### src/hdl/imasa_pkg.sv
// Purpose: shared constants for the bus master closing and arbitration block
// Assumes: APB data 32 bits, byte addresses
// Notes: field positions index the register words
package imasa_pkg;
  localparam int unsigned IMASA_ADDR_W = 8;
  localparam logic [7:0] IMASA_OFF_CTRL = 8'h00;
  localparam logic [7:0] IMASA_OFF_STAT = 8'h04;
  localparam logic [7:0] IMASA_OFF_FLAG = 8'h08;
  localparam logic [7:0] IMASA_OFF_IEN = 8'h0C;
  localparam logic [7:0] IMASA_OFF_RELOAD = 8'h10;
  localparam logic [7:0] IMASA_OFF_SHIFT = 8'h14;
  // bus_control_two fields
  localparam int unsigned IMASA_C_EN = 0;
  localparam int unsigned IMASA_C_START = 1;
  localparam int unsigned IMASA_C_STOP = 2;
  localparam int unsigned IMASA_C_ACK = 3;
  localparam int unsigned IMASA_C_ACKVAL = 4;
  // bus_status_reg fields
  localparam int unsigned IMASA_S_START = 0;
  localparam int unsigned IMASA_S_STOP = 1;
  localparam int unsigned IMASA_S_BF = 2;
  localparam int unsigned IMASA_S_ACKSTAT = 3;
  localparam int unsigned IMASA_S_BUSY = 4;
  localparam int unsigned IMASA_S_FREE = 5;
  // flag and enable fields
  localparam int unsigned IMASA_F_SEV = 0;
  localparam int unsigned IMASA_F_BCL = 1;
  localparam int unsigned IMASA_F_WRITE_CLASH_FLAG = 2;
  localparam logic [7:0] IMASA_RELOAD_RST = 8'h13;
  localparam int unsigned IMASA_SYNC_STAGES = 3;
  localparam logic [3:0] IMASA_LAST_DATA_BIT = 4'h7;
  localparam logic [3:0] IMASA_ACK_BIT = 4'h8;
  typedef enum logic [3:0] {
    IMASA_IDLE, IMASA_START_A, IMASA_START_B, IMASA_TX_LOW, IMASA_TX_WAITH, IMASA_TX_HIGH,
    IMASA_ACK_LOW, IMASA_ACK_WAITH, IMASA_ACK_HIGH, IMASA_STOP_A, IMASA_STOP_B, IMASA_STOP_C,
    IMASA_STOP_D, IMASA_STOP_E
  } imasa_state_e;
endpackage

### src/hdl/imasa_link_if.sv
// Purpose: carrier between the core, its bit timer and its line synchroniser
// Assumes: single clock domain
// Notes: scl_s and sda_s are filtered line levels
`timescale 1ns/1ps
`default_nettype none
interface imasa_link_if;
  logic scl_s;
  logic sda_s;
  logic tmr_run;
  logic tmr_load;
  logic [7:0] tmr_reload;
  logic tmr_tout;
  modport core (input scl_s, input sda_s, input tmr_tout, output tmr_run, output tmr_load, output tmr_reload);
  modport tmr (input tmr_run, input tmr_load, input tmr_reload, output tmr_tout);
  modport syn (output scl_s, output sda_s);
endinterface
`default_nettype wire

### src/hdl/imasa_core.sv
// Purpose: two-wire bus master ack, stop, start and arbitration control
// Assumes: APB slave, open-drain lines with active-low enables
// Notes: one APB wait state on every access
// How it works
// - ack request pulls clock low, presents ack value
// - ack waits period, releases clock, waits, ends
// - buffer write during ack sets clash flag
// - stop drives data low, times, releases clock
// - data released later; stop seen sets flag
// - period after stop: clear request, flag event
// - buffer write during stop is discarded, flagged
// - enabled events raise the interrupt output
// - reset or disable aborts all activity
// - start and stop flags cleared when disabled
// - bus free after stop or idle; stop signals
// - released one read as zero is collision
// - arbitration checked in bytes, start, ack
// - transmit collision clears full, releases lines
// - sequence collision aborts and clears its request
// - after collision, bus stop sets event flag
// - new write restarts byte at first bit
// - start with a low line is a collision
// - start counts; low clock with high data collides
// - data low early restarts timer, drives data
// - else data low, recount, then clock low
// - timer reloads each half period of clock
`timescale 1ns/1ps
`default_nettype none
module imasa_core
  import imasa_pkg::*;
(
  input wire logic pclk,
  input wire logic presetn,
  input wire logic psel,
  input wire logic penable,
  input wire logic pwrite,
  input wire logic [IMASA_ADDR_W-1:0] paddr,
  input wire logic [31:0] pwdata,
  output logic [31:0] prdata,
  output logic pready,
  output logic pslverr,
  input wire logic scl_i,
  input wire logic sda_i,
  output logic scl_o,
  output logic scl_oe_n,
  output logic sda_o,
  output logic sda_oe_n,
  output logic event_irq
);
  imasa_link_if lnk ();
  imasa_state_e state_r;
  logic [31:0] prdata_r;
  logic pready_r;
  logic pslverr_r;
  logic scl_oe_n_r;
  logic sda_oe_n_r;
  logic event_irq_r;
  logic enable_r;
  logic start_req_r;
  logic stop_request_r;
  logic ack_sequence_request_r;
  logic ack_value_bit_r;
  logic [7:0] bit_timer_reload_r;
  logic [7:0] shift_buffer_r;
  logic buffer_full_flag_r;
  logic ack_stat_r;
  logic [3:0] bit_idx_r;
  logic tmr_run_r;
  logic tmr_load_r;
  logic start_seen_r;
  logic stop_seen_r;
  logic serial_event_flag_r;
  logic bus_clash_flag_r;
  logic write_clash_flag_r;
  logic ie_sev_r;
  logic ie_bcl_r;
  logic scl_d_r;
  logic sda_d_r;
  logic set_sev_r;
  logic set_bcl_r;
  logic wr_cmt;
  logic wr_ctrl;
  logic wr_buf;
  logic buf_ok;
  logic mapped;
  logic clash;
  logic bus_start;
  logic bus_stop;
  logic in_stop;
  logic [31:0] rd_val;

  imasa_line_sync u_sync (
    .pclk(pclk),
    .presetn(presetn),
    .scl_i(scl_i),
    .sda_i(sda_i),
    .lnk(lnk)
  );

  imasa_bit_timer u_tmr (
    .pclk(pclk),
    .presetn(presetn),
    .lnk(lnk)
  );

  assign lnk.tmr_run = tmr_run_r;
  assign lnk.tmr_load = tmr_load_r;
  assign lnk.tmr_reload = bit_timer_reload_r;
  assign prdata = prdata_r;
  assign pready = pready_r;
  assign pslverr = pslverr_r;
  assign scl_o = 1'b0;
  assign sda_o = 1'b0;
  assign scl_oe_n = scl_oe_n_r;
  assign sda_oe_n = sda_oe_n_r;
  assign event_irq = event_irq_r;

  // apb decode
  assign mapped = (paddr == IMASA_OFF_CTRL) || (paddr == IMASA_OFF_STAT) || (paddr == IMASA_OFF_FLAG) ||
                  (paddr == IMASA_OFF_IEN) || (paddr == IMASA_OFF_RELOAD) || (paddr == IMASA_OFF_SHIFT);
  assign wr_cmt = psel && penable && pready_r && pwrite && mapped;
  assign wr_ctrl = wr_cmt && (paddr == IMASA_OFF_CTRL);
  assign wr_buf = wr_cmt && (paddr == IMASA_OFF_SHIFT);
  assign buf_ok = wr_buf && (state_r == IMASA_IDLE) && !buffer_full_flag_r && enable_r;
  assign in_stop = (state_r == IMASA_STOP_A) || (state_r == IMASA_STOP_B) || (state_r == IMASA_STOP_C) ||
                   (state_r == IMASA_STOP_D) || (state_r == IMASA_STOP_E);

  // line edges seen while clock is high
  assign bus_start = scl_d_r && lnk.scl_s && sda_d_r && !lnk.sda_s;
  assign bus_stop = scl_d_r && lnk.scl_s && !sda_d_r && lnk.sda_s;

  // arbitration loss in every phase that can lose it
  always_comb begin
    clash = 1'b0;
    case (state_r)
      IMASA_IDLE: clash = start_req_r && (!lnk.sda_s || !lnk.scl_s);
      IMASA_START_A: clash = !lnk.scl_s && lnk.sda_s;
      IMASA_TX_HIGH: clash = sda_oe_n_r && !lnk.sda_s && (bit_idx_r != IMASA_ACK_BIT);
      IMASA_ACK_HIGH: clash = sda_oe_n_r && !lnk.sda_s;
      IMASA_STOP_D: clash = !lnk.scl_s || (lnk.tmr_tout && !lnk.sda_s);
      default: clash = 1'b0;
    endcase
  end

  always_comb begin
    rd_val = 32'h0000_0000;
    case (paddr)
      IMASA_OFF_CTRL: begin
        rd_val[IMASA_C_EN] = enable_r;
        rd_val[IMASA_C_START] = start_req_r;
        rd_val[IMASA_C_STOP] = stop_request_r;
        rd_val[IMASA_C_ACK] = ack_sequence_request_r;
        rd_val[IMASA_C_ACKVAL] = ack_value_bit_r;
      end
      IMASA_OFF_STAT: begin
        rd_val[IMASA_S_START] = start_seen_r;
        rd_val[IMASA_S_STOP] = stop_seen_r;
        rd_val[IMASA_S_BF] = buffer_full_flag_r;
        rd_val[IMASA_S_ACKSTAT] = ack_stat_r;
        rd_val[IMASA_S_BUSY] = (state_r != IMASA_IDLE);
        rd_val[IMASA_S_FREE] = stop_seen_r || !start_seen_r;
      end
      IMASA_OFF_FLAG: begin
        rd_val[IMASA_F_SEV] = serial_event_flag_r;
        rd_val[IMASA_F_BCL] = bus_clash_flag_r;
        rd_val[IMASA_F_WRITE_CLASH_FLAG] = write_clash_flag_r;
      end
      IMASA_OFF_IEN: begin
        rd_val[IMASA_F_SEV] = ie_sev_r;
        rd_val[IMASA_F_BCL] = ie_bcl_r;
      end
      IMASA_OFF_RELOAD: rd_val[7:0] = bit_timer_reload_r;
      IMASA_OFF_SHIFT: rd_val[7:0] = shift_buffer_r;
      default: rd_val = 32'h0000_0000;
    endcase
  end

  // apb slave: one wait state, error on unmapped address
  always_ff @(posedge pclk or negedge presetn) begin
    if (!presetn) begin
      pready_r <= 1'b0;
      pslverr_r <= 1'b0;
      prdata_r <= 32'h0000_0000;
    end else if (psel && penable && !pready_r) begin
      pready_r <= 1'b1;
      pslverr_r <= !mapped;
      prdata_r <= pwrite ? 32'h0000_0000 : rd_val;
    end else begin
      pready_r <= 1'b0;
      pslverr_r <= 1'b0;
    end
  end

  // plain configuration registers
  always_ff @(posedge pclk or negedge presetn) begin
    if (!presetn) begin
      bit_timer_reload_r <= IMASA_RELOAD_RST;
      ie_sev_r <= 1'b0;
      ie_bcl_r <= 1'b0;
      ack_value_bit_r <= 1'b0;
      enable_r <= 1'b0;
    end else begin
      if (wr_cmt && paddr == IMASA_OFF_RELOAD) begin
        bit_timer_reload_r <= pwdata[7:0];
      end
      if (wr_cmt && paddr == IMASA_OFF_IEN) begin
        ie_sev_r <= pwdata[IMASA_F_SEV];
        ie_bcl_r <= pwdata[IMASA_F_BCL];
      end
      if (wr_ctrl) begin
        ack_value_bit_r <= pwdata[IMASA_C_ACKVAL];
        enable_r <= pwdata[IMASA_C_EN];
      end
    end
  end

  // sequencer, line drivers, requests and shift buffer
  always_ff @(posedge pclk or negedge presetn) begin
    if (!presetn) begin
      state_r <= IMASA_IDLE;
      scl_oe_n_r <= 1'b1;
      sda_oe_n_r <= 1'b1;
      start_req_r <= 1'b0;
      stop_request_r <= 1'b0;
      ack_sequence_request_r <= 1'b0;
      shift_buffer_r <= 8'h00;
      buffer_full_flag_r <= 1'b0;
      ack_stat_r <= 1'b0;
      bit_idx_r <= 4'h0;
      tmr_run_r <= 1'b0;
      tmr_load_r <= 1'b0;
      set_sev_r <= 1'b0;
      set_bcl_r <= 1'b0;
    end else begin
      tmr_load_r <= 1'b0;
      set_sev_r <= 1'b0;
      set_bcl_r <= 1'b0;
      if (!enable_r) begin
        state_r <= IMASA_IDLE;
        scl_oe_n_r <= 1'b1;
        sda_oe_n_r <= 1'b1;
        start_req_r <= 1'b0;
        stop_request_r <= 1'b0;
        ack_sequence_request_r <= 1'b0;
        buffer_full_flag_r <= 1'b0;
        tmr_run_r <= 1'b0;
      end else if (clash) begin
        state_r <= IMASA_IDLE;
        scl_oe_n_r <= 1'b1;
        sda_oe_n_r <= 1'b1;
        start_req_r <= 1'b0;
        stop_request_r <= 1'b0;
        ack_sequence_request_r <= 1'b0;
        buffer_full_flag_r <= 1'b0;
        tmr_run_r <= 1'b0;
        set_bcl_r <= 1'b1;
      end else begin
        if (wr_ctrl && state_r == IMASA_IDLE) begin
          start_req_r <= pwdata[IMASA_C_START];
          stop_request_r <= pwdata[IMASA_C_STOP];
          ack_sequence_request_r <= pwdata[IMASA_C_ACK];
        end
        case (state_r)
          IMASA_IDLE: begin
            tmr_run_r <= 1'b0;
            if (start_req_r) begin
              state_r <= IMASA_START_A;
              tmr_run_r <= 1'b1;
              tmr_load_r <= 1'b1;
            end else if (stop_request_r) begin
              sda_oe_n_r <= 1'b0;
              tmr_run_r <= 1'b1;
              state_r <= IMASA_STOP_A;
            end else if (ack_sequence_request_r) begin
              scl_oe_n_r <= 1'b0;
              sda_oe_n_r <= ack_value_bit_r;
              tmr_run_r <= 1'b1;
              tmr_load_r <= 1'b1;
              state_r <= IMASA_ACK_LOW;
            end else if (buf_ok) begin
              shift_buffer_r <= pwdata[7:0];
              buffer_full_flag_r <= 1'b1;
              bit_idx_r <= 4'h0;
              scl_oe_n_r <= 1'b0;
              sda_oe_n_r <= pwdata[7];
              tmr_run_r <= 1'b1;
              tmr_load_r <= 1'b1;
              state_r <= IMASA_TX_LOW;
            end
          end
          IMASA_START_A: begin
            if (!lnk.sda_s) begin
              sda_oe_n_r <= 1'b0;
              tmr_load_r <= 1'b1;
              state_r <= IMASA_START_B;
            end else if (lnk.tmr_tout) begin
              sda_oe_n_r <= 1'b0;
              state_r <= IMASA_START_B;
            end
          end
          IMASA_START_B: begin
            if (lnk.tmr_tout) begin
              scl_oe_n_r <= 1'b0;
              start_req_r <= 1'b0;
              set_sev_r <= 1'b1;
              state_r <= IMASA_IDLE;
            end
          end
          IMASA_TX_LOW: begin
            // data moves a cycle after the clock falls here; from idle the first bit is set with the clock
            sda_oe_n_r <= (bit_idx_r == IMASA_ACK_BIT) || shift_buffer_r[7];
            if (lnk.tmr_tout) begin
              scl_oe_n_r <= 1'b1;
              state_r <= IMASA_TX_WAITH;
            end
          end
          IMASA_TX_WAITH: begin
            tmr_load_r <= 1'b1;
            if (lnk.scl_s) begin
              state_r <= IMASA_TX_HIGH;
            end
          end
          IMASA_TX_HIGH: begin
            if (lnk.tmr_tout) begin
              scl_oe_n_r <= 1'b0;
              if (bit_idx_r == IMASA_ACK_BIT) begin
                ack_stat_r <= lnk.sda_s;
                set_sev_r <= 1'b1;
                state_r <= IMASA_IDLE;
              end else begin
                bit_idx_r <= bit_idx_r + 4'h1;
                shift_buffer_r <= {shift_buffer_r[6:0], 1'b0};
                if (bit_idx_r == IMASA_LAST_DATA_BIT) begin
                  buffer_full_flag_r <= 1'b0;
                end
                state_r <= IMASA_TX_LOW;
              end
            end
          end
          IMASA_ACK_LOW: begin
            if (lnk.tmr_tout) begin
              scl_oe_n_r <= 1'b1;
              state_r <= IMASA_ACK_WAITH;
            end
          end
          IMASA_ACK_WAITH: begin
            tmr_load_r <= 1'b1;
            if (lnk.scl_s) begin
              state_r <= IMASA_ACK_HIGH;
            end
          end
          IMASA_ACK_HIGH: begin
            if (lnk.tmr_tout) begin
              scl_oe_n_r <= 1'b0;
              ack_sequence_request_r <= 1'b0;
              tmr_run_r <= 1'b0;
              set_sev_r <= 1'b1;
              state_r <= IMASA_IDLE;
            end
          end
          IMASA_STOP_A: begin
            tmr_load_r <= 1'b1;
            if (!lnk.sda_s) begin
              state_r <= IMASA_STOP_B;
            end
          end
          IMASA_STOP_B: begin
            if (lnk.tmr_tout) begin
              scl_oe_n_r <= 1'b1;
              state_r <= IMASA_STOP_C;
            end
          end
          IMASA_STOP_C: begin
            if (lnk.tmr_tout) begin
              sda_oe_n_r <= 1'b1;
              state_r <= IMASA_STOP_D;
            end
          end
          IMASA_STOP_D: begin
            if (lnk.sda_s && lnk.scl_s) begin
              tmr_load_r <= 1'b1;
              state_r <= IMASA_STOP_E;
            end
          end
          IMASA_STOP_E: begin
            if (lnk.tmr_tout) begin
              stop_request_r <= 1'b0;
              set_sev_r <= 1'b1;
              tmr_run_r <= 1'b0;
              state_r <= IMASA_IDLE;
            end
          end
          default: state_r <= IMASA_IDLE;
        endcase
      end
    end
  end

  // start and stop detect flags watch the bus while enabled, held clear when disabled
  always_ff @(posedge pclk or negedge presetn) begin
    if (!presetn) begin
      scl_d_r <= 1'b1;
      sda_d_r <= 1'b1;
      start_seen_r <= 1'b0;
      stop_seen_r <= 1'b0;
    end else begin
      scl_d_r <= lnk.scl_s;
      sda_d_r <= lnk.sda_s;
      if (!enable_r) begin
        start_seen_r <= 1'b0;
        stop_seen_r <= 1'b0;
      end else if (bus_start) begin
        start_seen_r <= 1'b1;
        stop_seen_r <= 1'b0;
      end else if (bus_stop) begin
        stop_seen_r <= 1'b1;
        start_seen_r <= 1'b0;
      end
    end
  end

  // sticky flags: hardware set wins over write-one-to-clear
  always_ff @(posedge pclk or negedge presetn) begin
    if (!presetn) begin
      serial_event_flag_r <= 1'b0;
      bus_clash_flag_r <= 1'b0;
      write_clash_flag_r <= 1'b0;
      event_irq_r <= 1'b0;
    end else begin
      if (set_sev_r || (bus_stop && enable_r && !in_stop)) begin
        serial_event_flag_r <= 1'b1;
      end else if (wr_cmt && paddr == IMASA_OFF_FLAG && pwdata[IMASA_F_SEV]) begin
        serial_event_flag_r <= 1'b0;
      end
      if (set_bcl_r) begin
        bus_clash_flag_r <= 1'b1;
      end else if (wr_cmt && paddr == IMASA_OFF_FLAG && pwdata[IMASA_F_BCL]) begin
        bus_clash_flag_r <= 1'b0;
      end
      if (wr_buf && !buf_ok) begin
        write_clash_flag_r <= 1'b1;
      end else if (wr_cmt && paddr == IMASA_OFF_FLAG && pwdata[IMASA_F_WRITE_CLASH_FLAG]) begin
        write_clash_flag_r <= 1'b0;
      end
      event_irq_r <= (serial_event_flag_r && ie_sev_r) || (bus_clash_flag_r && ie_bcl_r);
    end
  end
endmodule
`default_nettype wire

### src/hdl/imasa_bit_timer.sv
// Purpose: bit_timer down-counter giving one half bus clock period per rollover
// Assumes: reload value 3 or more
// Notes: one rollover lasts 2*(reload+1) clocks
`timescale 1ns/1ps
`default_nettype none
module imasa_bit_timer
  import imasa_pkg::*;
(
  input wire logic pclk,
  input wire logic presetn,
  imasa_link_if.tmr lnk
);
  logic [8:0] cnt_r;
  logic tout_r;
  assign lnk.tmr_tout = tout_r;
  // reloads at every half bus clock period
  always_ff @(posedge pclk or negedge presetn) begin
    if (!presetn) begin
      cnt_r <= 9'h000;
      tout_r <= 1'b0;
    end else if (!lnk.tmr_run || lnk.tmr_load) begin
      cnt_r <= {lnk.tmr_reload, 1'b1};
      tout_r <= 1'b0;
    end else if (cnt_r == 9'h000) begin
      cnt_r <= {lnk.tmr_reload, 1'b1};
      tout_r <= 1'b1;
    end else begin
      cnt_r <= cnt_r - 9'h001;
      tout_r <= 1'b0;
    end
  end
endmodule
`default_nettype wire

### src/hdl/imasa_line_sync.sv
// Purpose: three-stage synchroniser for the clock and data lines
// Assumes: pins are asynchronous to pclk
// Notes: a level counts once the second and third stages agree
`timescale 1ns/1ps
`default_nettype none
module imasa_line_sync
  import imasa_pkg::*;
(
  input wire logic pclk,
  input wire logic presetn,
  input wire logic scl_i,
  input wire logic sda_i,
  imasa_link_if.syn lnk
);
  logic [1:0] raw;
  logic [1:0] lvl_r;
  assign raw = {scl_i, sda_i};
  assign lnk.scl_s = lvl_r[1];
  assign lnk.sda_s = lvl_r[0];
  genvar g;
  generate
    for (g = 0; g < 2; g++) begin : g_line
      logic [IMASA_SYNC_STAGES-1:0] st_r;
      always_ff @(posedge pclk or negedge presetn) begin
        if (!presetn) begin
          st_r <= '1;
          lvl_r[g] <= 1'b1;
        end else begin
          st_r <= {st_r[IMASA_SYNC_STAGES-2:0], raw[g]};
          if (st_r[1] == st_r[2]) begin
            lvl_r[g] <= st_r[2];
          end
        end
      end
    end
  endgenerate
endmodule
`default_nettype wire

### config.mk
export PLATFORM = sky130hd
export DESIGN_NAME = imasa_core
export DESIGN_NICKNAME = d
export VERILOG_FILES = /design/src/hdl/imasa_pkg.sv /design/src/hdl/imasa_link_if.sv /design/src/hdl/imasa_core.sv /design/src/hdl/imasa_bit_timer.sv /design/src/hdl/imasa_line_sync.sv
export SDC_FILE = /design/constraint.sdc
export NUM_CORES = 1
export LEC_CHECK = 0
export ABC_AREA = 1
export BUFFER_PORTS_ARGS = -buffer_cell sky130_fd_sc_hd__buf_4
export CORE_AREA = 2 2 95 97
export CTS_CLUSTER_SIZE = 24
export DETAILED_ROUTE_END_ITERATION = 6
export DIE_AREA = 0 0 97 99
export PLACE_DENSITY = 0.8
export SYNTH_ARGS = -nofsm -noshare
export SYNTH_HDL_FRONTEND = slang
export SYNTH_HIERARCHICAL = 1
export SYNTH_SLANG_ARGS = --single-unit
### constraint.sdc
create_clock -name pclk -period 2.7 [get_ports pclk]
set_input_delay 0.54 -clock pclk [delete_from_list [all_inputs] [get_ports pclk]]
set_output_delay 0.54 -clock pclk [all_outputs]
set_load 0.02 [all_outputs]
* Yosys cells after proc, flatten, opt, wreduce, memory -nomap -nowiden
Index checks and enable logic that the tools add are counted.
** Word-level totals
- Output and inout port bits :: 39
- Register bits after elaboration :: 99
- Bits of input ports :: 47
** Operators by class
- Bitwise logic cells :: 1
- $add $sub $neg :: 2
- Muxes and demuxes :: 123
- Reduce and logical (&&, ||, !) cells :: 79
- Equal/unequal tests :: 57
** Operators with widths (count)
- two-way mux 4 bit :: 24
- two-way mux 1 bit :: 74
- two-way mux 8 bit :: 7
- one-hot mux 4 bit (12 select lines) :: 1
- logical AND 1 bit :: 33
- inequality test 4 x 3 -> 1 bit (second input constant) :: 8
- inequality test 4 bit (second input constant) :: 8
- equality test 4 bit (second input constant) :: 7
- equality test 4 x 3 -> 1 bit (second input constant) :: 5
- inequality test 4 x 2 -> 1 bit (second input constant) :: 5
- two-way mux 9 bit :: 2
- equality test 8 x 4 -> 1 bit (second input constant) :: 2
- equality test 8 x 5 -> 1 bit (second input constant) :: 2
- logical OR 1 bit :: 16
- one-hot mux 8 bit (2 select lines) :: 1
- one-hot mux 2 bit (6 select lines) :: 1
- AND reduction 12 bit :: 1
- OR reduction 3 bit :: 4
- logical NOT 1 bit :: 10
- inequality test 2 bit (second input constant) :: 5
- one-hot mux 1 bit (5 select lines) :: 2
- AND reduction 5 bit :: 2
- logical NOT 9 bit :: 1
- AND reduction 9 bit :: 1
- 31 further kinds :: 40

* Longest topological paths before layout
Gate-level depths: netlist (run 1).
- Word-level depth :: 18
- Depth in mapped cells :: 14
- Gate-level depth less buffers :: 14

* Hierarchy
Netlist (run 1), hierarchy kept.
** By module, submodules not included
- imasa_core :: area an instance 3732.3 um^2, instances 1, cells each 507
- imasa_bit_timer :: area an instance 606.8 um^2, instances 1, cells each 79
- imasa_line_sync :: area an instance 242.7 um^2, instances 1, cells each 16

* Worst setup path before layout (run 1)
No wires, ideal clock.
- Path type :: reg2reg
- From :: register u_sync.lvl_r[0] (netlist: u_sync/lnk.sda_s)
- To :: register bit_idx_r[1]
- Clock period less this slack :: 1811 ps
- Data required time :: 2581 ps
- Cell stages (with the launch flop) :: 11
- Arrival time :: 1692 ps
- Library setup time :: 119 ps
- Path slack :: 889 ps
- Path through :: dfstp_2 inv_1 a21oi_1 nor2_4 nor2_8 nand2_4 nor3_4 nand2_4 inv_6 buf_8 o21ai_2
** Between the ends
- Cells in the longest elaborated chain, start to end :: 6
- Elaborated cells between the ends (all ways) :: 11
- Classes of those cells :: 1 x mux; 1 x bitwise; 9 x reduce/logical
** RTL lines
- from (decl) :: RTL line imasa_line_sync.sv:16 : logic [1:0] lvl_r;
- from (signal, indexed assignment) :: RTL line imasa_line_sync.sv:31 : lvl_r[g] <= st_r[2];
- logical NOT 1 bit
- logical AND 1 bit (tied with other cells) :: RTL line imasa_core.sv:140 : IMASA_STOP_D: clash = !lnk.scl_s || (lnk.tmr_tout && !lnk.sda_s);
- logical OR 1 bit (tied with other cells) :: RTL line imasa_core.sv:140
- one-hot mux 1 bit (5 select lines) (*) :: RTL line imasa_core.sv:135 : case (state_r)
- NOT 1 bit (no source line) (*)
- AND reduction 9 bit (no source line) (*)
- to (signal assigned) :: RTL line imasa_core.sv:331 : bit_idx_r <= bit_idx_r + 4'h1;
- to (decl) :: RTL line imasa_core.sv:67 : logic [3:0] bit_idx_r;
Every way passes the cells marked *; elsewhere a longest branch is shown, timed or not.
A chain may end at the register's enable or synchronous reset.

* Worst setup path after layout (run 1)
- From :: register state_r[0]
- To :: register shift_buffer_r[5]
** Between the ends
- Cells in the longest elaborated chain, start to end :: 6
- Elaborated cells between the ends (all ways) :: 19
- Classes of those cells :: 10 x eq/ne; 2 x mux; 1 x bitwise; 6 x reduce/logical
** RTL lines
- from (decl) :: RTL line imasa_core.sv:51 : imasa_state_e state_r;
- from (signal assigned) :: RTL line imasa_core.sv:220 : state_r <= IMASA_IDLE;
- from (signal assigned) :: RTL line imasa_core.sv:239 : state_r <= IMASA_IDLE;
- from (signal assigned) :: RTL line imasa_core.sv:248 : state_r <= IMASA_IDLE;
- logical NOT 4 bit :: RTL line imasa_core.sv:124, imasa_core.sv:135, imasa_core.sv:263
- logical AND 1 bit (3 in a row) :: RTL line imasa_core.sv:124 : assign buf_ok = wr_buf && (state_r == IMASA_IDLE) && !buffer_full_flag_r && enable_r;
- inequality test 2 bit (no source line)
- AND reduction 9 bit (no source line)
- to (signal assigned) :: RTL line imasa_core.sv:281 : shift_buffer_r <= pwdata[7:0];
- to (signal assigned) :: RTL line imasa_core.sv:332 : shift_buffer_r <= {shift_buffer_r[6:0], 1'b0};
- to (decl) :: RTL line imasa_core.sv:64 : logic [7:0] shift_buffer_r;
Parallel ways exist; a longest one is shown, timed or not.

==> flow_metrics.py, run 1 <==
metrics = {
    "clocking": {
        "ctsHoldBuffers": 0,
        "cts_root_buffer": "clkbuf_8",
        "cts_setup_buffers": 0,
        "path_clk_slew_ns": 0.08,
        "cts_sinks": 75,
        "post_cts_resized": 0,
        "cts_htree_levels": 3,
        "cts_tree": "yes",
        "cts-buffers-inserted": 9,
        "clock_path_buffers": 2,
        "clk_latency_ns": 0.35,
    },
    "critical_path": {
        "path_cells": "inv_2, nor2_4, nand2_4, inv_2, nand2_1, nand2_1, nor3_4, nand2_4, inv_6, nand2_1, o21ai_2",
        "crit_top_cell": "nand2_1",
        "critPathMaxFanout": 26,
        "r2r_end": "shift_buffer_r[5]",
        "criticalPathCategory": "register to register",
        "cp.required_ns": 2.99,
        "cp-start-kind": "register",
        "rrSetupSlack_ns": 0.60,
        "worstRegToRegCells": 11,
        "arrival_ns": 2.39,
        "critPathSlowestCell": "dfrtp_1",
        "end_kind": "register",
        "max_stage_delay_ns": 0.48,
        "worstReg2RegStart": "state_r[0]",
    },
    "placed_design": {
        "gp_congestion": 0.898,
        "portBuffers": 35,
        "dpl_worst_slack_ns": 0.399,
        "dpl.hpwl_um": 8320,
        "placed_cells": 739,
    },
    "drt": {
        "route.detailed.drc": 0,
        "vias": 4001,
        "drt_wl_total_um": 11000,
        "drt-initial-drc-count": 252,
        "vias_per_cell": 5.30,
        "drtPass1Iterations": 5,
        "wl_per_cell_um": 14.6,
        "final_antenna_net_count": 0,
    },
    "timing": {
        "worst_slack_ns": 0.596,
        "fin_tns_setup_ns": 0,
        "fin_crit_sh_pct": 77.9,
        "min_period_ns": 2.10,
        "rsz0062_at_grt": "no",
        "slew_violations": 0,
        "worst_pin_slew_ns": 0.919,
        "setup-violations-final": 0,
        "timing.slew.headroom_pct": 38.7,
        "hold_viol": 0,
        "finClkSkew_ns": 0.0103,
        "finalHoldWorstSlack_ns": 0.288,
        "max_freq_mhz": 475,
    },
    "floorplanning": {
        "die_x_um": 97,
        "num_rows": 34,
        "die-height_um": 99,
        "start_util_pct": 53.6,
        "fp.coreArea_um2": 8550,
        "pin_count": 86,
        "die_area_um2": 9600,
    },
    "logic_synthesis": {
        "yosys-mux-area-fraction_pct": 0,
        "yosysSeqAreaShare_pct": 41.4,
        "synthFlopType": "dfrtp_1",
        "synthAdderAreaFrac_pct": 0.819,
        "synth_cell_types": 47,
        "synthCells": 602,
        "synth_compound_area_share_pct": 11.6,
        "synth_area_per_cell_um2": 7.61,
        "yosys.area_share.simple_pct": 33.0,
        "synth_top_family_by_area": "simple AND/OR/NAND/NOR gates",
        "ys_async_sr_fraction_pct": 100,
        "synth.ff_latch_count": 75,
        "synth_edf_count": 0,
        "yosys.area_share.xor_xnor_pct": 0.573,
        "yosysWarnings": 6,
        "syn-cell-area_um2": 4580,
    },
    "global_routing": {
        "overflow": 0,
        "grt_pass1_wl_um": 18400,
        "antenna_found_initial": 0,
        "grt_max_degree": 76,
        "grt_pass1_vias": 3802,
        "grtUsageTotal_pct": 23.8,
    },
    "hold_path": {
        "min_from": "sda_i",
        "hold_depth": 1,
        "hold_class": "input port to register",
        "whs_endpoint": "u_sync/g_line[0].st_r[0]",
    },
    "cells_and_area": {
        "syn2layout_area_growth_pct": 9.59,
        "fillCellCount": 808,
        "drive_above_1_share_pct": 17.9,
        "final_cells": 755,
        "utilization_pct": 58.7,
        "finalNetCount": 692,
        "diodes": 0,
    },
    "pwr": {
        "p_int_uw": 2330,
        "switchingPower_uw": 1720,
        "sw_frac_of_total_pct": 42.4,
        "p_leak_uw": 0.00264,
        "p_seq_share_pct": 38.2,
        "power_density_nw_per_um2": 807,
        "pwr-share-comb_pct": 41.0,
        "p_clk_share_pct": 20.8,
        "ir_drop_mv": 0.467,
    },
    "flow_run": {
        "cap_violations": 0,
    },
    "outcome": {
        "outcome": "finished, final reports clean",
    },
}
[placed cells by master (no fill, tap or decap), types with 2 or more instances in the layout]
cell        n
nand2_1   143
inv_1      78
nor2_1     67
dfrtp_1    60
nand3_1    38
buf_4      36
o21ai_0    28
conb_1     26
a21oi_1    18
nand4_1    15
dfstp_2    15
o22ai_1    11
nor3_1     11
o21ai_2    10
nor2_2      9
clkbuf_8    9
nand2_2     7
o21ai_1     7
nor2_4      6
inv_2       6
nand2_4     5
a22o_1      3
nor2_8      3
a211oi_1    3
ha_1        3
clkbuf_1    3
xor2_1      2
nor3b_1     2
nand3b_1    2
nor4_1      2
[routing by layer]
layer	part of all wire [%]	vias to the layer above	global-route usage (%)
met5	0	-	0
met4	2.1	0	8.45
met3	4.7	23	4.04
met2	50	142	40.7
met1	43	1863	30.7
li1	-	1973	-
[how the worst max path moves through the flow]
| stage | to | slack (ns) | start | cells past startpoint |
|---|---|---|---|---|
| after floorplan | bit_idx_r[1] | 0.89 | u_sync/lnk.sda_s | 10 |
| after global placement | state_r[1] | 0.41 | paddr[1] | 11 |
| after detailed placement | state_r[1] | 0.40 | paddr[1] | 11 |
| after CTS | shift_buffer_r[5] | 0.60 | state_r[0] | 11 |
| after global routing | state_r[0] | 0.40 | u_sync/lnk.sda_s | 10 |
| final | shift_buffer_r[5] | 0.60 | state_r[0] | 11 |
[state kept, by name, indices dropped and copies added (netlist names), 4 cells and up]
name and count:
prdata 8, shift_buffer_r 8, bit_timer_reload_r 8, state_r 4
bit_idx_r 4, u_tmr/cnt_r 9, u_sync/g_line.st_r 6
[layout make-up]
class	count	area [um2]	area share, %
multi-input cells	434	2210	43.9
flip-flops and latches	75	1900	37.8
inverters	86	328	6.53
repair buffers	36	270	5.38
clock buffers	12	135	2.69
well taps	108	135	2.69
clock inverters	4	51.3	1.02
[synth_stat cells (all sizes together) (2+ instances only)]
master	count	area (um2)
o211ai	2	20.0
nor4	2	12.5
a211oi	3	22.5
inv	85	324
dfrtp	60	1500
xor2	2	17.5
o21ai	45	263
buf	31	243
nand3	40	218
nand2	155	637
nand4	15	93.8
ha	3	37.5
a21oi	18	90.1
dfstp	15	394
nor3	13	81.3
nor2	85	435
nor3b	2	15.0
nand3b	2	15.0
a22o	3	26.3
o22ai	11	68.8
[critical path: cells and delay by family (launching register included)]
kind	cells	cell delay, ns
AOI/OAI and AO/OA	1	0.06
and+or+nand+nor	7	1.02
buffers and inverters	3	0.46
DFF	1	0.48
[power groups by stage]
| stage | registers [uW] | logic [uW] | clock network (uW) |
|---|---|---|---|
| finish | 1550 | 1660 | 842 |
| global route | 1580 | 1900 | 908 |
| CTS | 1550 | 1650 | 857 |
| detailed placement | 1570 | 1640 | 0 |
| global placement | 1550 | 1590 | 0 |
| floorplan | 1530 | 1310 | 0 |
[through the flow]
| step | power (uW) | cell area, um2 |
|---|---|---|
| after floorplan | 2840 | 4680 |
| after global placement | 3150 | 4830 |
| after detailed placement | 3210 | 4830 |
| after CTS | 4060 | 5020 |
| after global routing | 4380 | 5020 |
| final | 4050 | 5020 |
[cells by family (layout without fill, tap and decap cells)]
logic type | after synthesis | count (layout)
buffers and inverters | 118 | 138
xor gates and xnor gates | 3 | 3
AOI/OAI and AO/OA | 87 | 87
other | 1 | 26
DFF | 75 | 75
adders and majority gates | 3 | 3
and+or+nand+nor | 315 | 315
Note: power is estimated with default switching activity, not from simulation.
==> run 2, diff against run 1 <==
==> constraint.sdc (replaced) <==
create_clock -name pclk -period 2.2 [get_ports pclk]
set_input_delay 0.44 -clock pclk [delete_from_list [all_inputs] [get_ports pclk]]
set_output_delay 0.44 -clock pclk [all_outputs]
set_load 0.02 [all_outputs]
==> run 2 against run 1 <==
Critical path depth fell by 1. Combinational power rose by 25%. Via count rose by 3.1%. Critical endpoint is now ack_stat_r. Largest cell class unchanged. Largest power group unchanged.
==> flow_metrics.py, run 2 (same netlist as run 1, synthesis figures left out) <==
metrics = {
    "critical_path": {
        "arrival_ns": 2.28,
        "worstReg2RegStart": "u_sync/lnk.sda_s",
        "path_delay_family": "simple AND/OR/NAND/NOR gates",
        "max_stage_delay_ns": 0.62,
        "critPathMaxFanout": 9,
        "critPathSlowestCell": "dfstp_2",
        "cp-start-kind": "register",
        "startpoint": "u_sync/lnk.sda_s",
        "criticalPathCategory": "register to register",
        "worst-path-buf-inv": 3,
        "end_kind": "register",
        "path_cells": "inv_1, a21oi_1, nor2_4, nor2_8, nand2_4, nor2_4, buf_4, nand4_1, o21ai_1, inv_1",
        "cp.required_ns": 2.46,
    },
    "timing": {
        "fin_crit_sh_pct": 92.0,
        "min_period_ns": 2.02,
        "finClkSkew_ns": 0.00626,
        "worst_slack_ns": 0.176,
        "fin_tns_setup_ns": 0,
        "timing.slew.headroom_pct": 60.4,
        "hold_viol": 0,
        "rsz0062_at_grt": "no",
        "slew_violations": 0,
        "setup-violations-final": 0,
        "worst_pin_slew_ns": 0.594,
        "max_freq_mhz": 494,
    },
    "cells_and_area": {
        "drive_above_1_share_pct": 20.2,
        "finalNetCount": 707,
        "largest_reg_flops": 9,
        "diodes": 0,
        "layout_commonest_cell": "nand2_1",
        "final_cell_mix": "143 x nand2_1, 78 x inv_1, 66 x nor2_1",
        "top_register": "u_tmr/cnt_r",
        "utilization_pct": 60.5,
        "syn2layout_area_growth_pct": 12.9,
    },
    "drt": {
        "route.detailed.drc": 0,
        "drt_wl_total_um": 11000,
        "drtPass1Iterations": 5,
        "vias": 4127,
        "wl_per_cell_um": 14.3,
        "drt-initial-drc-count": 372,
        "vias_per_cell": 5.36,
        "final_antenna_net_count": 0,
    },
    "clocking": {
        "cts_tree": "yes",
        "cts_sinks": 75,
        "ctsHoldBuffers": 0,
        "cts_root_buffer": "clkbuf_8",
        "clk_latency_ns": 0.36,
        "path_clk_slew_ns": 0.09,
        "clock_path_buffers": 2,
        "cts-buffers-inserted": 9,
        "cts_htree_levels": 3,
    },
    "flow_run": {
        "cap_violations": 0,
    },
    "floorplanning": {
        "die_area_um2": 9600,
        "pin_count": 86,
        "fp.coreArea_um2": 8550,
        "die-height_um": 99,
        "start_util_pct": 53.6,
        "num_rows": 34,
        "die_x_um": 97,
    },
    "placed_design": {
        "dpl.hpwl_um": 8370,
        "dpl_worst_slack_ns": 0.176,
        "gp_congestion": 0.935,
        "portBuffers": 35,
    },
    "hold_path": {
        "hold_class": "input port to asynchronous set/reset pin",
    },
    "pwr": {
        "power_density_nw_per_um2": 1010,
        "p_leak_uw": 0.00273,
        "ir_drop_mv": 0.544,
    },
    "global_routing": {
        "antenna_found_initial": 0,
        "grt_max_degree": 48,
        "grt_pass1_wl_um": 18600,
        "overflow": 0,
        "grt_pass1_vias": 3949,
        "grtUsageTotal_pct": 23.8,
    },
    "outcome": {
        "outcome": "finished, final reports clean",
    },
}
## run 2: worst reg2reg max path: stages (launching register included)
cell	delay [ns]
dfstp_2	0.62
inv_1	0.11
a21oi_1	0.23
nor2_4	0.08
nor2_8	0.19
nand2_4	0.09
nor2_4	0.18
buf_4	0.14
nand4_1	0.09
o21ai_1	0.14
inv_1	0.05
## run 2: timing repair
item,4_1_cts,5_1_grt
buffers inserted,0,3
endpoints found under the setup margin,0,3
resized for setup,0,1
hold endpoints to repair,0,0
## run 2: worst paths after layout
check                                           endpoint  slack, ns  depth (start not counted)
worst max register to register                ack_stat_r       0.18                         10
worst min register to register  u_sync/g_line[1].st_r[1]       0.36                          0
min in group pclk               u_sync/g_line[1].st_r[0]       0.18                          1
worst min-delay path                      u_tmr/cnt_r[3]       0.08                          1
worst max-delay path                          ack_stat_r       0.18                         10
max in group asynchronous                       scl_oe_n       1.43                          2
## run 2: metrics by stage
stage	hold WS (ns)	power [uW]	instances	instance area [um2]
floorplan	0.144	3490	627	4680
global placement	0.347	3870	751	4920
detailed placement	0.347	3940	751	4920
CTS	0.102	5170	767	5150
global route	0.133	5570	770	5170
finish	0.0822	5210	770	5170
## run 2: layer usage
| metal | routed length, um | global-route usage, % | part of all wire, % | vias to the layer above |
|---|---|---|---|---|
| met5 | 0 | 0 | 0 | - |
| met4 | 253 | 9.10 | 2.3 | 0 |
| met3 | 650 | 3.48 | 5.9 | 26 |
| met2 | 5430 | 42.0 | 49 | 157 |
| met1 | 4660 | 29.7 | 42 | 1942 |
| li1 | - | - | - | 2002 |
## run 2: layout make-up
cell class,count,area (um2)
Clock buffer,10,128
Clock inverter,6,96.3
Fill cell,786,3380
Inverter,86,328
Multi-Input combinational cell,434,2210
Sequential cell,75,1900
Tap cell,108,135
Timing Repair Buffer,51,383
## run 2: report_power, final
| group | internal (uW) | total (uW) | switching (uW) |
|---|---|---|---|
| Sequential | 1670 | 1900 | 228 |
| Clock | 655 | 1230 | 575 |
| Combinational | 701 | 2080 | 1380 |
| Total | 3030 | 5210 | 2180 |
==> run 3, diff against run 2 <==
==> constraint.sdc (replaced) <==
create_clock -name pclk -period 2.2 [get_ports pclk]
set_input_delay 0.22 -clock pclk [delete_from_list [all_inputs] [get_ports pclk]]
set_output_delay 0.22 -clock pclk [all_outputs]
set_load 0.02 [all_outputs]
==> run 3 against run 2 <==
Maximum frequency shrank 0.34%. Clock-buffer cell count is the same. Sequential cell count is the same. Worst setup slack got worse by 0.0069 ns. Critical path depth is the same.
==> flow_metrics.py, run 3 (same netlist as run 1, synthesis figures left out) <==
metrics = {
    "drt": {
        "vias_per_cell": 5.42,
        "drt_wl_total_um": 11100,
        "routed-wl-met2_um": 5390,
        "wl_met1_um": 4720,
        "drtPass1Iterations": 5,
        "vias": 4142,
        "route.detailed.drc": 0,
        "wl_met3_um": 658,
        "drt-initial-drc-count": 372,
        "dr.max_layer_used": "met4",
        "final_antenna_net_count": 0,
        "wl_per_cell_um": 14.5,
    },
    "floorplanning": {
        "fp.coreArea_um2": 8550,
        "die_area_um2": 9600,
        "die_x_um": 97,
        "start_util_pct": 53.6,
        "die-height_um": 99,
        "pin_count": 86,
        "num_rows": 34,
    },
    "cells_and_area": {
        "largest_reg_flops": 9,
        "finalInstanceArea_um2": 5140,
        "final_cell_mix": "143 x nand2_1, 78 x inv_1, 66 x nor2_1",
        "diodes": 0,
        "final_cells": 764,
        "utilization_pct": 60.1,
        "drive_above_1_share_pct": 19.1,
        "top_register": "u_tmr/cnt_r",
        "syn2layout_area_growth_pct": 12.2,
        "layout_commonest_cell": "nand2_1",
        "finalNetCount": 701,
    },
    "placed_design": {
        "placed_cell_area_um2": 4880,
        "portBuffers": 35,
        "gp_congestion": 0.942,
        "dpl.hpwl_um": 8420,
        "placed_cells": 744,
    },
    "clocking": {
        "cts_root_buffer": "clkbuf_8",
        "clock_path_buffers": 2,
        "cts-buffers-inserted": 9,
        "cts_htree_levels": 3,
        "cts_tree": "yes",
        "cts_sinks": 75,
        "path_clk_slew_ns": 0.09,
        "clk_latency_ns": 0.37,
    },
    "timing": {
        "min_period_ns": 2.03,
        "fin_tns_setup_ns": 0,
        "finClkSkew_ns": 0.0131,
        "finalHoldWorstSlack_ns": 0.0973,
        "setup-violations-final": 0,
        "rsz0062_at_grt": "no",
        "max_freq_mhz": 492,
        "hold_viol": 0,
        "slew_violations": 0,
        "fin_crit_sh_pct": 92.3,
    },
    "critical_path": {
        "critPathMaxFanout": 9,
        "criticalPathCategory": "register to register",
        "path_cells": "inv_1, a21oi_1, nor2_4, nor2_8, nand2_4, nor2_4, nand2_1, nand2_2, nand2_1, nand2_1",
        "arrival_ns": 2.34,
        "max_stage_delay_ns": 0.62,
        "crit_top_cell": "nand2_1",
        "critPathSlowestCell": "dfstp_2",
        "end_kind": "register",
        "cp-start-kind": "register",
        "worstRegToRegCells": 10,
        "cp.required_ns": 2.51,
    },
    "pwr": {
        "switchingPower_uw": 2140,
        "ir_drop_mv": 0.484,
        "power_density_nw_per_um2": 999,
        "p_seq_share_pct": 36.9,
        "p_leak_uw": 0.00270,
        "p_clk_share_pct": 23.0,
        "pwr-share-comb_pct": 40.2,
        "p_int_uw": 3000,
        "sw_frac_of_total_pct": 41.6,
    },
    "global_routing": {
        "antenna_found_initial": 0,
        "grt_max_degree": 42,
        "overflow": 0,
        "grt_pass1_vias": 3934,
        "grt_pass1_wl_um": 18700,
        "grtUsageTotal_pct": 24.3,
    },
    "hold_path": {
        "hold_class": "input port to register",
        "hold_depth": 3,
    },
    "outcome": {
        "outcome": "finished, final reports clean",
    },
    "flow_run": {
        "cap_violations": 0,
    },
}
==> run 3: final timing paths <==
| kind | from | end | slack [ns] |
|---|---|---|---|
| worst max-delay path | u_sync/lnk.sda_s | state_r[0] | 0.17 |
| worst min-delay path | pwdata[4] | bit_timer_reload_r[4] | 0.1 |
| worst max register to register | u_sync/lnk.sda_s | state_r[0] | 0.17 |
| worst min register to register | u_sync/g_line[0].st_r[0] | u_sync/g_line[0].st_r[1] | 0.36 |
| max in group asynchronous | presetn | scl_oe_n | 1.21 |
| min in group asynchronous | presetn | u_tmr/cnt_r[7] | 0.34 |
==> run 3: layout make-up <==
cell class	count	area [um2]
flip-flops and latches	75	1900
multi-input cells	434	2210
inverters	86	328
clock buffers	10	128
fillers	776	3410
clock inverters	6	90.1
repair buffers	45	358
well taps	108	135
==> run 3: metrics by stage <==
stage	setup WS, ns	power (uW)
after floorplan	0.389	3490
after global placement	0.216	3860
after CTS	0.170	5140
after global routing	0.00306	5530
after detailed placement	0.168	3940
final	0.169	5140
==> run 3: repair_timing <==
item | 4_1_cts | 5_1_grt
endpoints found under the hold margin | 24 | 0
endpoints found under the setup margin | 0 | 2
gates resized for setup | 0 | 1
hold buffers | 3 | 0
setup buffers | 0 | 1
==> run 3: layer usage <==
layer  GRT usage (%)  up-vias
met1            31.1     1948
met3            4.11       28
li1                -     1991
met4            9.86        0
met2            41.1      175
met5               0        -
==> run 3: power by group through the flow <==
stage,Clock [uW],Sequential [uW],Combinational (uW)
2_1_floorplan,0,1880,1610
3_3_place_gp,0,1900,1960
3_5_place_dp,0,1920,2030
4_1_cts,1200,1890,2050
5_1_grt,1270,1930,2330
6_report,1180,1900,2060
==> run 3: critical path, delay by kind of cell, from the launching register on <==
family / cells / cell delay, ns
simple gates: 8 / 1.00
flops: 1 / 0.62
compound gates: 1 / 0.24
buf+inv: 1 / 0.11
